[config.mk]
export PLATFORM = sky130hd
export DESIGN_NAME = pvc_top
export DESIGN_NICKNAME = d
export VERILOG_FILES = /design/src/hw/pvc_pkg.sv /design/src/hw/pvc_cnt.sv /design/src/hw/pvc_top.sv
export SDC_FILE = /design/constraint.sdc
export NUM_CORES = 1
export LEC_CHECK = 0
export BUFFER_PORTS_ARGS = -buffer_cell sky130_fd_sc_hd__buf_2
export CAP_MARGIN = 20
export CORE_AREA = 2 2 140 142
export CTS_BUF_LIST = sky130_fd_sc_hd__clkbuf_8
export CTS_CLUSTER_SIZE = 12
export DETAILED_ROUTE_END_ITERATION = 10
export DIE_AREA = 0 0 142 144
export PLACE_DENSITY_LB_ADDON = 0.15
export SLEW_MARGIN = 20
export SYNTH_ARGS = -nofsm -noshare
export SYNTH_HDL_FRONTEND = slang
export SYNTH_HIERARCHICAL = 1
export SYNTH_SLANG_ARGS = --single-unit
[constraint.sdc]
create_clock -name sys_clk -period 13.7 [get_ports sys_clk]
set_clock_uncertainty 0.05 [all_clocks]
set_input_delay 1.37 -clock sys_clk [delete_from_list [all_inputs] [get_ports sys_clk]]
set_output_delay 1.37 -clock sys_clk [all_outputs]
set_load 0.005 [all_outputs]
[src/hw/pvc_pkg.sv]
package pvc_pkg;
    // fractional resolution and field widths
    localparam int FRAC_W = 25;
    localparam int INTEGER_DIVIDE_VALUE_W = 16;
    localparam int REFERENCE_DIVIDER_W = 13;
    localparam int TSCL_W = 8;
    localparam int OSC_W = 2;
    localparam int CAP_W = 8;
    localparam int NUM_OSC = 4;
    localparam int RB_W = 32;
    localparam int OVF_W = 10;
    // read-back field positions
    localparam int RB_OSC_LSB = 22;
    localparam int RB_CAP_LSB = 13;
    // prescaler moduli as shifts and masks
    localparam int PRE_SHIFT_SMALL = 2;
    localparam int PRE_SHIFT_LARGE = 3;
    localparam logic [INTEGER_DIVIDE_VALUE_W-1:0] PRE_MASK_SMALL = 16'h0003;
    localparam logic [INTEGER_DIVIDE_VALUE_W-1:0] PRE_MASK_LARGE = 16'h0007;
    // calibration start points and worst case tick budgets
    localparam logic [OSC_W-1:0] OSC_MID = 2'h2;
    localparam logic [CAP_W-1:0] CAP_MID = 8'h80;
    localparam logic [3:0] OSC_TOP_BIT = 4'h1;
    localparam logic [3:0] CAP_TOP_BIT = 4'h7;
    localparam int AUTO_TICKS_MAX = 23;
    localparam int FIXED_TICKS_MAX = 17;
    // calibration sequencer
    typedef enum logic [1:0] {
        PVC_IDLE = 2'b00,
        PVC_SETTLE = 2'b01,
        PVC_APPLY = 2'b10,
        PVC_JUDGE = 2'b11
    } pvc_cal_e;
endpackage

[src/hw/pvc_cnt.sv]
`timescale 1ns/1ps
`default_nettype none
module pvc_cnt #(
    parameter int W = 8
) (
    // clock and reset
    input wire logic sys_clk,
    input wire logic rst,
    // pulses in, ratio, pulse out
    input wire logic tick_in,
    input wire logic [W-1:0] ratio,
    output logic pulse_out
);
    typedef struct packed {
        logic [W-1:0] cnt;
        logic pulse;
    } pvc_cnt_s;

    pvc_cnt_s s_q;
    pvc_cnt_s s_d;

    initial begin
        if (W < 1) begin
            $error("pvc_cnt width must be at least one");
        end
    end

    // one output pulse per ratio input pulses, ratio zero acts as one
    always_comb begin
        s_d = s_q;
        s_d.pulse = 1'b0;
        if (tick_in) begin
            if (s_q.cnt + 1'b1 >= ratio || ratio <= {{(W-1){1'b0}}, 1'b1}) begin
                s_d.cnt = '0;
                s_d.pulse = 1'b1;
            end else begin
                s_d.cnt = s_q.cnt + 1'b1;
            end
        end
    end

    // state register
    always_ff @(posedge sys_clk) begin
        if (rst) begin
            s_q <= '0;
        end else begin
            s_q <= s_d;
        end
    end

    assign pulse_out = s_q.pulse;
endmodule
`default_nettype wire

[src/hw/pvc_top.sv]
`timescale 1ns/1ps
`default_nettype none
// Notes on behaviour
// - integer mode divides by the integer value exactly, fraction bits ignored
// - fractional mode divides by integer plus fraction over two to the 25
// - phase comparison runs at reference pulses divided by reference divider
// - feedback is predivider, 4/5 or 8/9 prescaler, then A and M counters
// - divider derives A and M itself for either prescaler setting
// - four oscillators with own capacitor banks, exactly one active
// - trigger starts calibration at once; settings must already be valid
// - calibration searches oscillator and capacitor to meet tuning target
// - calibration tick is comparison rate scaled; software keeps it 0.1 to 1 MHz
// - counter overflow during calibration sets a flag; result then invalid
// - automatic oscillator choice finishes within 23 calibration ticks
// - fixed oscillator choice searches capacitors only, within 17 ticks
// - results never overwrite programmed choice; they drive oscillator, capacitor and read-back
// - manual tuning bypasses calibration and drives programmed choice directly
// - loop leaves calibration mode when calibration ends
// - outputs disabled from power-up until a calibration completes without overflow or manual tuning is selected
// - read-back shows chosen oscillator in 23:22 and capacitor in 20:13
module pvc_top
    import pvc_pkg::*;
#(
    parameter int INTEGER_DIVIDE_VALUE_WIDTH = pvc_pkg::INTEGER_DIVIDE_VALUE_W,
    parameter int OVF_WIDTH = pvc_pkg::OVF_W
) (
    // clock and reset
    input wire logic sys_clk,
    input wire logic rst,
    // analog side events
    input wire logic ref_pulse,
    input wire logic presc_pulse,
    input wire logic tune_above_target,
    // divider settings
    input wire logic fractional_mode,
    input wire logic [pvc_pkg::INTEGER_DIVIDE_VALUE_W-1:0] integer_divide_value,
    input wire logic [pvc_pkg::FRAC_W-1:0] fraction_divide_value,
    input wire logic [pvc_pkg::REFERENCE_DIVIDER_W-1:0] reference_divider,
    input wire logic [2:0] feedback_predivide_select,
    input wire logic prescaler_select,
    input wire logic [1:0] output_divide_select,
    // calibration settings
    input wire logic [pvc_pkg::TSCL_W-1:0] calibration_tick_scale,
    input wire logic calibration_trigger,
    input wire logic [1:0] calibration_accuracy,
    input wire logic [1:0] tune_voltage_target,
    input wire logic oscillator_choice_mode,
    input wire logic [pvc_pkg::OSC_W-1:0] oscillator_choice,
    input wire logic [pvc_pkg::CAP_W-1:0] capacitor_bank_code,
    input wire logic manual_tuning_select,
    input wire logic output_enable_request,
    // divider controls
    output logic pfd_tick,
    output logic fb_pulse,
    output logic modulus_ctrl,
    output logic [2:0] predivide_ctrl,
    output logic prescaler_ctrl,
    output logic [1:0] lo_divide_ctrl,
    // oscillator controls
    output logic [pvc_pkg::NUM_OSC-1:0] osc_enable,
    output logic [pvc_pkg::CAP_W-1:0] cap_code,
    output logic [1:0] cal_precision,
    output logic [1:0] tune_target_ctrl,
    // status
    output logic cal_active,
    output logic cal_done,
    output logic cal_counter_overflow_flag,
    output logic [pvc_pkg::RB_W-1:0] readback_word,
    output logic rf_lo_enable
);
    import pvc_pkg::*;

    typedef struct packed {
        logic [FRAC_W-1:0] acc;
        logic [INTEGER_DIVIDE_VALUE_W-1:0] fb_cnt;
        logic [INTEGER_DIVIDE_VALUE_W-1:0] m_val;
        logic [INTEGER_DIVIDE_VALUE_W-1:0] a_val;
        logic fb_pulse;
        logic modulus;
        pvc_cal_e st;
        logic osc_phase;
        logic [3:0] bit_idx;
        logic [OSC_W-1:0] trial_osc;
        logic [CAP_W-1:0] trial_cap;
        logic [OSC_W-1:0] res_osc;
        logic [CAP_W-1:0] res_cap;
        logic [OVF_W-1:0] ovf_cnt;
        logic active;
        logic done;
        logic ovf;
        logic [NUM_OSC-1:0] osc_en;
        logic [CAP_W-1:0] cap;
        logic [RB_W-1:0] rb;
        logic out_en;
        logic [2:0] predivide;
        logic prescaler;
        logic [1:0] lo_div;
        logic [1:0] precision;
        logic [1:0] target;
    } pvc_top_s;

    pvc_top_s s_q;
    pvc_top_s s_d;
    logic cal_tick;
    logic pfd_int;
    logic [FRAC_W:0] acc_sum;
    logic [INTEGER_DIVIDE_VALUE_W-1:0] n_next;
    logic [OSC_W-1:0] act_osc;

    initial begin
        if (INTEGER_DIVIDE_VALUE_WIDTH != INTEGER_DIVIDE_VALUE_W || OVF_WIDTH != OVF_W) begin
            $error("pvc_top widths must match the package");
        end
    end

    // comparison rate from the reference
    pvc_cnt #(.W(REFERENCE_DIVIDER_W)) u_ref_div (
        .sys_clk(sys_clk),
        .rst(rst),
        .tick_in(ref_pulse),
        .ratio(reference_divider),
        .pulse_out(pfd_int)
    );

    // calibration tick from the comparison rate
    pvc_cnt #(.W(TSCL_W)) u_cal_div (
        .sys_clk(sys_clk),
        .rst(rst),
        .tick_in(pfd_int),
        .ratio(calibration_tick_scale),
        .pulse_out(cal_tick)
    );

    // modulator sum and next division; integer mode adds no carry
    always_comb begin
        acc_sum = {1'b0, s_q.acc} + {1'b0, fraction_divide_value};
        if (fractional_mode) begin
            n_next = integer_divide_value + {{(INTEGER_DIVIDE_VALUE_W-1){1'b0}}, acc_sum[FRAC_W]};
        end else begin
            n_next = integer_divide_value;
        end
    end

    // next state
    always_comb begin
        s_d = s_q;
        s_d.fb_pulse = 1'b0;
        // dual modulus counting: prescaler pulses per cycle equal M
        if (presc_pulse) begin
            if (s_q.fb_cnt + 1'b1 >= s_q.m_val) begin
                s_d.fb_cnt = '0;
                s_d.fb_pulse = 1'b1;
                s_d.acc = fractional_mode ? acc_sum[FRAC_W-1:0] : '0;
                if (prescaler_select) begin
                    s_d.m_val = n_next >> PRE_SHIFT_LARGE;
                    s_d.a_val = n_next & PRE_MASK_LARGE;
                end else begin
                    s_d.m_val = n_next >> PRE_SHIFT_SMALL;
                    s_d.a_val = n_next & PRE_MASK_SMALL;
                end
            end else begin
                s_d.fb_cnt = s_q.fb_cnt + 1'b1;
            end
        end
        s_d.modulus = s_d.fb_cnt < s_d.a_val;
        s_d.predivide = feedback_predivide_select;
        s_d.prescaler = prescaler_select;
        s_d.lo_div = output_divide_select;
        s_d.precision = calibration_accuracy;
        s_d.target = tune_voltage_target;
        // overflow watch: feedback cycles per calibration tick
        if (cal_tick) begin
            s_d.ovf_cnt = '0;
        end else if (s_q.active && s_q.fb_pulse) begin
            if (&s_q.ovf_cnt) begin
                s_d.ovf = 1'b1;
            end else begin
                s_d.ovf_cnt = s_q.ovf_cnt + 1'b1;
            end
        end
        // calibration sequencer, one step per tick
        case (s_q.st)
            PVC_IDLE: begin
            end
            PVC_SETTLE, PVC_APPLY: begin
                if (cal_tick) begin
                    s_d.st = PVC_JUDGE;
                end
            end
            PVC_JUDGE: begin
                if (cal_tick) begin
                    if (s_q.osc_phase) begin
                        if (!tune_above_target) begin
                            s_d.trial_osc[s_q.bit_idx[0]] = 1'b0;
                        end
                        if (s_q.bit_idx == 4'h0) begin
                            s_d.osc_phase = 1'b0;
                            s_d.bit_idx = CAP_TOP_BIT;
                            s_d.trial_cap = CAP_MID;
                        end else begin
                            s_d.bit_idx = s_q.bit_idx - 1'b1;
                            s_d.trial_osc[0] = 1'b1;
                        end
                        s_d.st = PVC_APPLY;
                    end else begin
                        if (!tune_above_target) begin
                            s_d.trial_cap[s_q.bit_idx[2:0]] = 1'b0;
                        end
                        if (s_q.bit_idx == 4'h0) begin
                            s_d.st = PVC_IDLE;
                            s_d.active = 1'b0;
                            s_d.done = 1'b1;
                            s_d.res_osc = s_q.trial_osc;
                            s_d.res_cap = s_d.trial_cap;
                        end else begin
                            s_d.bit_idx = s_q.bit_idx - 1'b1;
                            s_d.trial_cap[s_q.bit_idx[2:0] - 3'h1] = 1'b1;
                            s_d.st = PVC_APPLY;
                        end
                    end
                end
            end
            default: begin
                s_d.st = PVC_IDLE;
            end
        endcase
        // trigger starts at once; manual tuning stops any search
        if (manual_tuning_select) begin
            s_d.st = PVC_IDLE;
            s_d.active = 1'b0;
        end else if (calibration_trigger) begin
            s_d.st = PVC_SETTLE;
            s_d.active = 1'b1;
            s_d.done = 1'b0;
            s_d.ovf = s_d.ovf & s_q.active & s_q.fb_pulse & (&s_q.ovf_cnt);
            s_d.ovf_cnt = '0;
            s_d.osc_phase = !oscillator_choice_mode;
            s_d.bit_idx = oscillator_choice_mode ? CAP_TOP_BIT : OSC_TOP_BIT;
            s_d.trial_osc = oscillator_choice_mode ? oscillator_choice : OSC_MID;
            s_d.trial_cap = CAP_MID;
        end
        // one oscillator and one capacitor code drive the analog side
        if (manual_tuning_select) begin
            act_osc = oscillator_choice;
            s_d.cap = capacitor_bank_code;
        end else if (s_d.active) begin
            act_osc = s_d.trial_osc;
            s_d.cap = s_d.trial_cap;
        end else begin
            act_osc = s_d.res_osc;
            s_d.cap = s_d.res_cap;
        end
        s_d.osc_en = '0;
        s_d.osc_en[act_osc] = 1'b1;
        // read-back carries only the search result
        s_d.rb = '0;
        s_d.rb[RB_OSC_LSB +: OSC_W] = s_d.res_osc;
        s_d.rb[RB_CAP_LSB +: CAP_W] = s_d.res_cap;
        // outputs held off until a clean calibration or manual tuning
        s_d.out_en = output_enable_request && !s_d.active &&
            (manual_tuning_select || (s_d.done && !s_d.ovf));
    end

    // state register
    always_ff @(posedge sys_clk) begin
        if (rst) begin
            s_q <= '0;
            s_q.st <= PVC_IDLE;
            s_q.osc_en <= {{(NUM_OSC-1){1'b0}}, 1'b1};
        end else begin
            s_q <= s_d;
        end
    end

    // outputs straight from flops
    assign pfd_tick = pfd_int;
    assign fb_pulse = s_q.fb_pulse;
    assign modulus_ctrl = s_q.modulus;
    assign predivide_ctrl = s_q.predivide;
    assign prescaler_ctrl = s_q.prescaler;
    assign lo_divide_ctrl = s_q.lo_div;
    assign osc_enable = s_q.osc_en;
    assign cap_code = s_q.cap;
    assign cal_precision = s_q.precision;
    assign tune_target_ctrl = s_q.target;
    assign cal_active = s_q.active;
    assign cal_done = s_q.done;
    assign cal_counter_overflow_flag = s_q.ovf;
    assign readback_word = s_q.rb;
    assign rf_lo_enable = s_q.out_en;

    // helper: ticks spent in the current calibration
    logic [5:0] tick_run_q;
    always_ff @(posedge sys_clk) begin
        if (rst || calibration_trigger) begin
            tick_run_q <= '0;
        end else if (s_q.active && cal_tick && tick_run_q != 6'h3F) begin
            tick_run_q <= tick_run_q + 6'h01;
        end
    end

    // helper: search kind latched when a calibration starts
    logic fixed_run_q;
    always_ff @(posedge sys_clk) begin
        if (rst) begin
            fixed_run_q <= 1'b0;
        end else if (calibration_trigger && !manual_tuning_select) begin
            fixed_run_q <= oscillator_choice_mode;
        end
    end

    a_auto_tick_bound: assert property (@(posedge sys_clk) disable iff (rst)
        (s_q.active && !fixed_run_q) |-> tick_run_q < AUTO_TICKS_MAX)
        else $error("automatic calibration exceeds its tick budget");
    a_fixed_tick_bound: assert property (@(posedge sys_clk) disable iff (rst)
        (s_q.active && fixed_run_q) |-> tick_run_q < FIXED_TICKS_MAX)
        else $error("fixed oscillator calibration overruns");
    a_one_osc_on: assert property (@(posedge sys_clk) disable iff (rst)
        $onehot(osc_enable))
        else $error("oscillator enables not one-hot");
    a_manual_follow: assert property (@(posedge sys_clk) disable iff (rst)
        (manual_tuning_select && $past(manual_tuning_select)) |=>
        cap_code == $past(capacitor_bank_code) && !cal_active)
        else $error("manual tuning not followed");
    a_trigger_starts: assert property (@(posedge sys_clk) disable iff (rst)
        (calibration_trigger && !manual_tuning_select) |=> cal_active && !cal_done)
        else $error("trigger did not start calibration");
    a_outputs_gated: assert property (@(posedge sys_clk) disable iff (rst)
        cal_active |-> !rf_lo_enable)
        else $error("outputs enabled during calibration");
    a_readback_fields: assert property (@(posedge sys_clk) disable iff (rst)
        $rose(cal_done) |=> readback_word[23:22] == $past(s_q.res_osc) &&
        readback_word[20:13] == $past(s_q.res_cap))
        else $error("read-back fields wrong");
    a_result_held: assert property (@(posedge sys_clk) disable iff (rst)
        (!cal_active && !manual_tuning_select && !calibration_trigger && !$past(cal_active)
        && !$past(manual_tuning_select)) |=> $stable(s_q.res_cap))
        else $error("held calibration result changed");
    a_integer_no_frac: assert property (@(posedge sys_clk) disable iff (rst)
        (!fractional_mode && presc_pulse && s_q.fb_cnt + 1'b1 >= s_q.m_val) |=> s_q.acc == '0)
        else $error("fraction used in integer mode");
    a_release_loop: assert property (@(posedge sys_clk) disable iff (rst)
        $fell(cal_active) && !$past(manual_tuning_select) |-> cal_done)
        else $error("loop released without completion");
endmodule
`default_nettype wire

==> impl_metrics.py <==
metrics = {
    "place": {
        "post-dp-hpwl_mm": 16.4,
        "place.gp.congestion": 0.893,
        "port_buffers": 130,
        "post-place-ws_ps": 7990,
    },
    "logic_synthesis": {
        "synth_seq_cells": 159,
        "synth_compound_gate_area_share": 0.165,
        "synth_area_sq_mm": 0.0102,
        "async_flop_share": 0,
        "yosysWarnings": 6,
        "synth_mux_area_frac": 0.0199,
        "yosysSeqAreaShare": 0.312,
        "synth_top_family_by_area": "simple AND/OR/NAND/NOR gates",
        "synth_xor_area_frac": 0.0688,
        "synthFlopType": "dfxtp_1",
        "ys_types": 84,
        "synth_fa_ha_area_frac": 0.105,
        "syn-mean-instance-area_sq_um": 8.09,
        "yosys.area_share.simple": 0.245,
        "synthCells": 1259,
        "synth-edff-count": 0,
    },
    "grt": {
        "antenna_found_initial": 4,
        "grt_max_degree": 73,
        "grt_pass1_wl_mm": 37.8,
        "track_usage": 0.225,
        "grt_overflow": 0,
        "grt_pass1_vias": 8003,
    },
    "setup_path": {
        "end_kind": "flip-flop",
        "worstSetupPathType": "reg2reg",
        "cpLargestDelayFamily": "simple AND/OR/NAND/NOR gates",
        "worst_path_max_delay_cell": "o41ai_1",
        "cp_common_cell": "ha_1",
        "startpoint_type": "flip-flop",
        "path_cells": "ha_1, nand3_1, or4_1, nor2_1, xnor2_1, ha_1, nand3_1, o41ai_1, or2_1, nor4_2, or2_1, ha_1, a21o_1, a21oi_1, o211ai_1, or3_1, o21ai_1",
        "cp_data_arrival_time_ps": 5670,
        "worstPathMaxFanout": 10,
        "critPathMaxStageDelay_ps": 790,
        "worstPathRequired_ps": 14040,
        "critPathBufInv": 0,
    },
    "clock_network": {
        "ctsResizeCount": 0,
        "cts_sinks": 159,
        "h-tree-depth": 4,
        "hold_buffers": 0,
        "cts_buffers": 17,
        "post_cts_buffers": 0,
        "insertion_delay_ps": 460,
        "path_clk_slew_ps": 80,
        "cts_buffer_depth": 2,
        "clockRootBuffer": "clkbuf_8",
        "cts_tree": "done",
    },
    "floorplan": {
        "die_w_um": 142,
        "rows": 51,
        "die_h_um": 144,
        "initial_core_util": 0.534,
        "core_sq_mm": 0.0191,
        "die_area_sq_mm": 0.0204,
        "ioPinCount": 153,
    },
    "detailed_routing": {
        "num_vias": 8713,
        "drt-total-wl_mm": 22.6,
        "ant_nets": 0,
        "vias_per_cell": 5.52,
        "drtPass1Iterations": 5,
        "drc_errors": 0,
        "drt_iter0_markers": 437,
        "routedWlPerCell_um": 14.3,
    },
    "power_and_ir_drop": {
        "p_comb_frac": 0.393,
        "pwr-share-seq": 0.372,
        "leakage_nw": 4.80,
        "swShare": 0.397,
        "power_switching_uw": 587,
        "p_clk_frac": 0.236,
        "p_per_area_mw_per_mm2": 135,
        "internal_power_uw": 893,
        "peakVddDrop_uv": 124,
    },
    "final_layout": {
        "multi_input_area_sq_mm": 0.00624,
        "drive_gt1_frac": 0.149,
        "area_growth_pct": 7.85,
        "layout_commonest_cell": "dfxtp_1",
        "nets": 1503,
        "nFillCells": 1853,
        "post-route-util": 0.576,
        "seq_area_sq_mm": 0.00318,
        "final_cell_mix": "dfxtp_1, buf_2, nor2_1, nand2_1, a21oi_1",
    },
    "run": {
        "maxCapViolCount": 0,
    },
    "timing": {
        "slew_headroom": 0.255,
        "setup_viol": 0,
        "worst_pin_slew_ps": 1110,
        "hold_violations": 0,
        "rsz0062_at_grt": "false",
        "period_share": 0.389,
        "slew_violations": 0,
        "fmax_mhz": 188,
        "layout_setup_ws_ps": 8370,
        "min_period_ps": 5330,
        "timing.setup.tns_ps": 0,
    },
    "run_status": {
        "status": "completed",
    },
    "worst_hold_path": {
        "hold_class": "reg2reg",
    },
}
==> layout make-up <==
type                            instances  area share
Multi-Input combinational cell        964       0.568
Sequential cell                       159       0.290
Timing Repair Buffer                  133      0.0615
Tap cell                              238      0.0271
Clock buffer                           21      0.0263
Inverter                               51      0.0174
Clock inverter                         11     0.00945
Antenna cell                            2    0.000455
==> state kept, by name (all words and copies together) (netlist names), 2 cells and up <==
signal,cells
lo_divide_ctrl,2
u_ref_div/s_q,13
tune_target_ctrl,2
osc_enable,4
u_cal_div/s_q,8
predivide_ctrl,3
s_q,107
cal_precision,2
cap_code,8
==> final timing paths <==
check / startpoint / to / slack, ps / cells past startpoint
hold reg to reg: s_q[111] / s_q[111] / 400 / 2
setup / recovery: s_q[129] / modulus_ctrl / 8370 / 17
hold / removal: s_q[111] / s_q[111] / 400 / 2
setup reg to reg: s_q[129] / modulus_ctrl / 8370 / 17
==> cell usage after synthesis (5+ instances only) <==
master / count / share of area
o22ai_1: 5 / 0.0031
nor3_1: 28 / 0.014
inv_1: 49 / 0.018
nor3b_1: 12 / 0.0088
nor2_1: 125 / 0.046
xnor2_1: 44 / 0.038
o21ai_1: 9 / 0.0044
or3_1: 8 / 0.0049
buf_2: 6 / 0.0029
and2_1: 5 / 0.0031
a211o_1: 5 / 0.0043
xor2_1: 36 / 0.031
buf_1: 6 / 0.0022
o211ai_1: 7 / 0.0052
nor2b_1: 40 / 0.025
clkbuf_1: 31 / 0.011
o21ai_0: 45 / 0.022
and3_1: 11 / 0.0068
a21o_1: 17 / 0.013
a21oi_1: 97 / 0.048
nand3_1: 62 / 0.030
nand4_1: 20 / 0.012
nand2_1: 112 / 0.041
or2_2: 8 / 0.0049
o21bai_1: 5 / 0.0037
ha_1: 84 / 0.10
a22o_1: 10 / 0.0086
nand2b_1: 12 / 0.0074
a211oi_1: 14 / 0.010
dfxtp_1: 159 / 0.31
a31oi_1: 13 / 0.0080
nor4_1: 12 / 0.0074
mux2i_1: 18 / 0.018
buf_4: 58 / 0.043
==> cells by family (layout without fill, tap and decap cells) <==
| group | Yosys count | count (layout) |
|---|---|---|
| and+or+nand+nor | 490 | 490 |
| other | 1 | 24 |
| xor gates and xnor gates | 80 | 80 |
| buffers and inverters | 157 | 216 |
| adders and majority gates | 85 | 85 |
| AOI/OAI and AO/OA | 267 | 267 |
| muxes | 20 | 20 |
| DFF | 159 | 159 |
==> routing by layer <==
metal	vias up	share of wire	track usage
met2	201	0.46	0.371
met5	-	0.0010	0
met4	4	0.015	0.0695
li1	4490	-	-
met1	3990	0.48	0.302
met3	28	0.049	0.0397
==> power groups by stage <==
stage               clock [mW]  combinational (mW)  sequential (mW)
detailed placement           0               0.580            0.560
global route             0.381               0.658            0.557
floorplan                    0               0.468            0.549
CTS                      0.359               0.583            0.550
finish                   0.349               0.581            0.550
global placement             0               0.573            0.560
==> worst min-delay path, stage by stage (launching register included) <==
cell     delay [ps]
dfxtp_1         310
nand2_1          70
nor2_1           40
==> metrics by stage <==
stage	area, sq um	cells	total power [mW]	hold slack [ps]
floorplan	10300	1280	1.02	374
global placement	10600	1545	1.13	384
detailed placement	10600	1545	1.14	389
CTS	11000	1577	1.49	400
global route	11000	1578	1.60	419
finish	11000	1579	1.48	396
No activity file was read; power rests on OpenSTA's default activity.
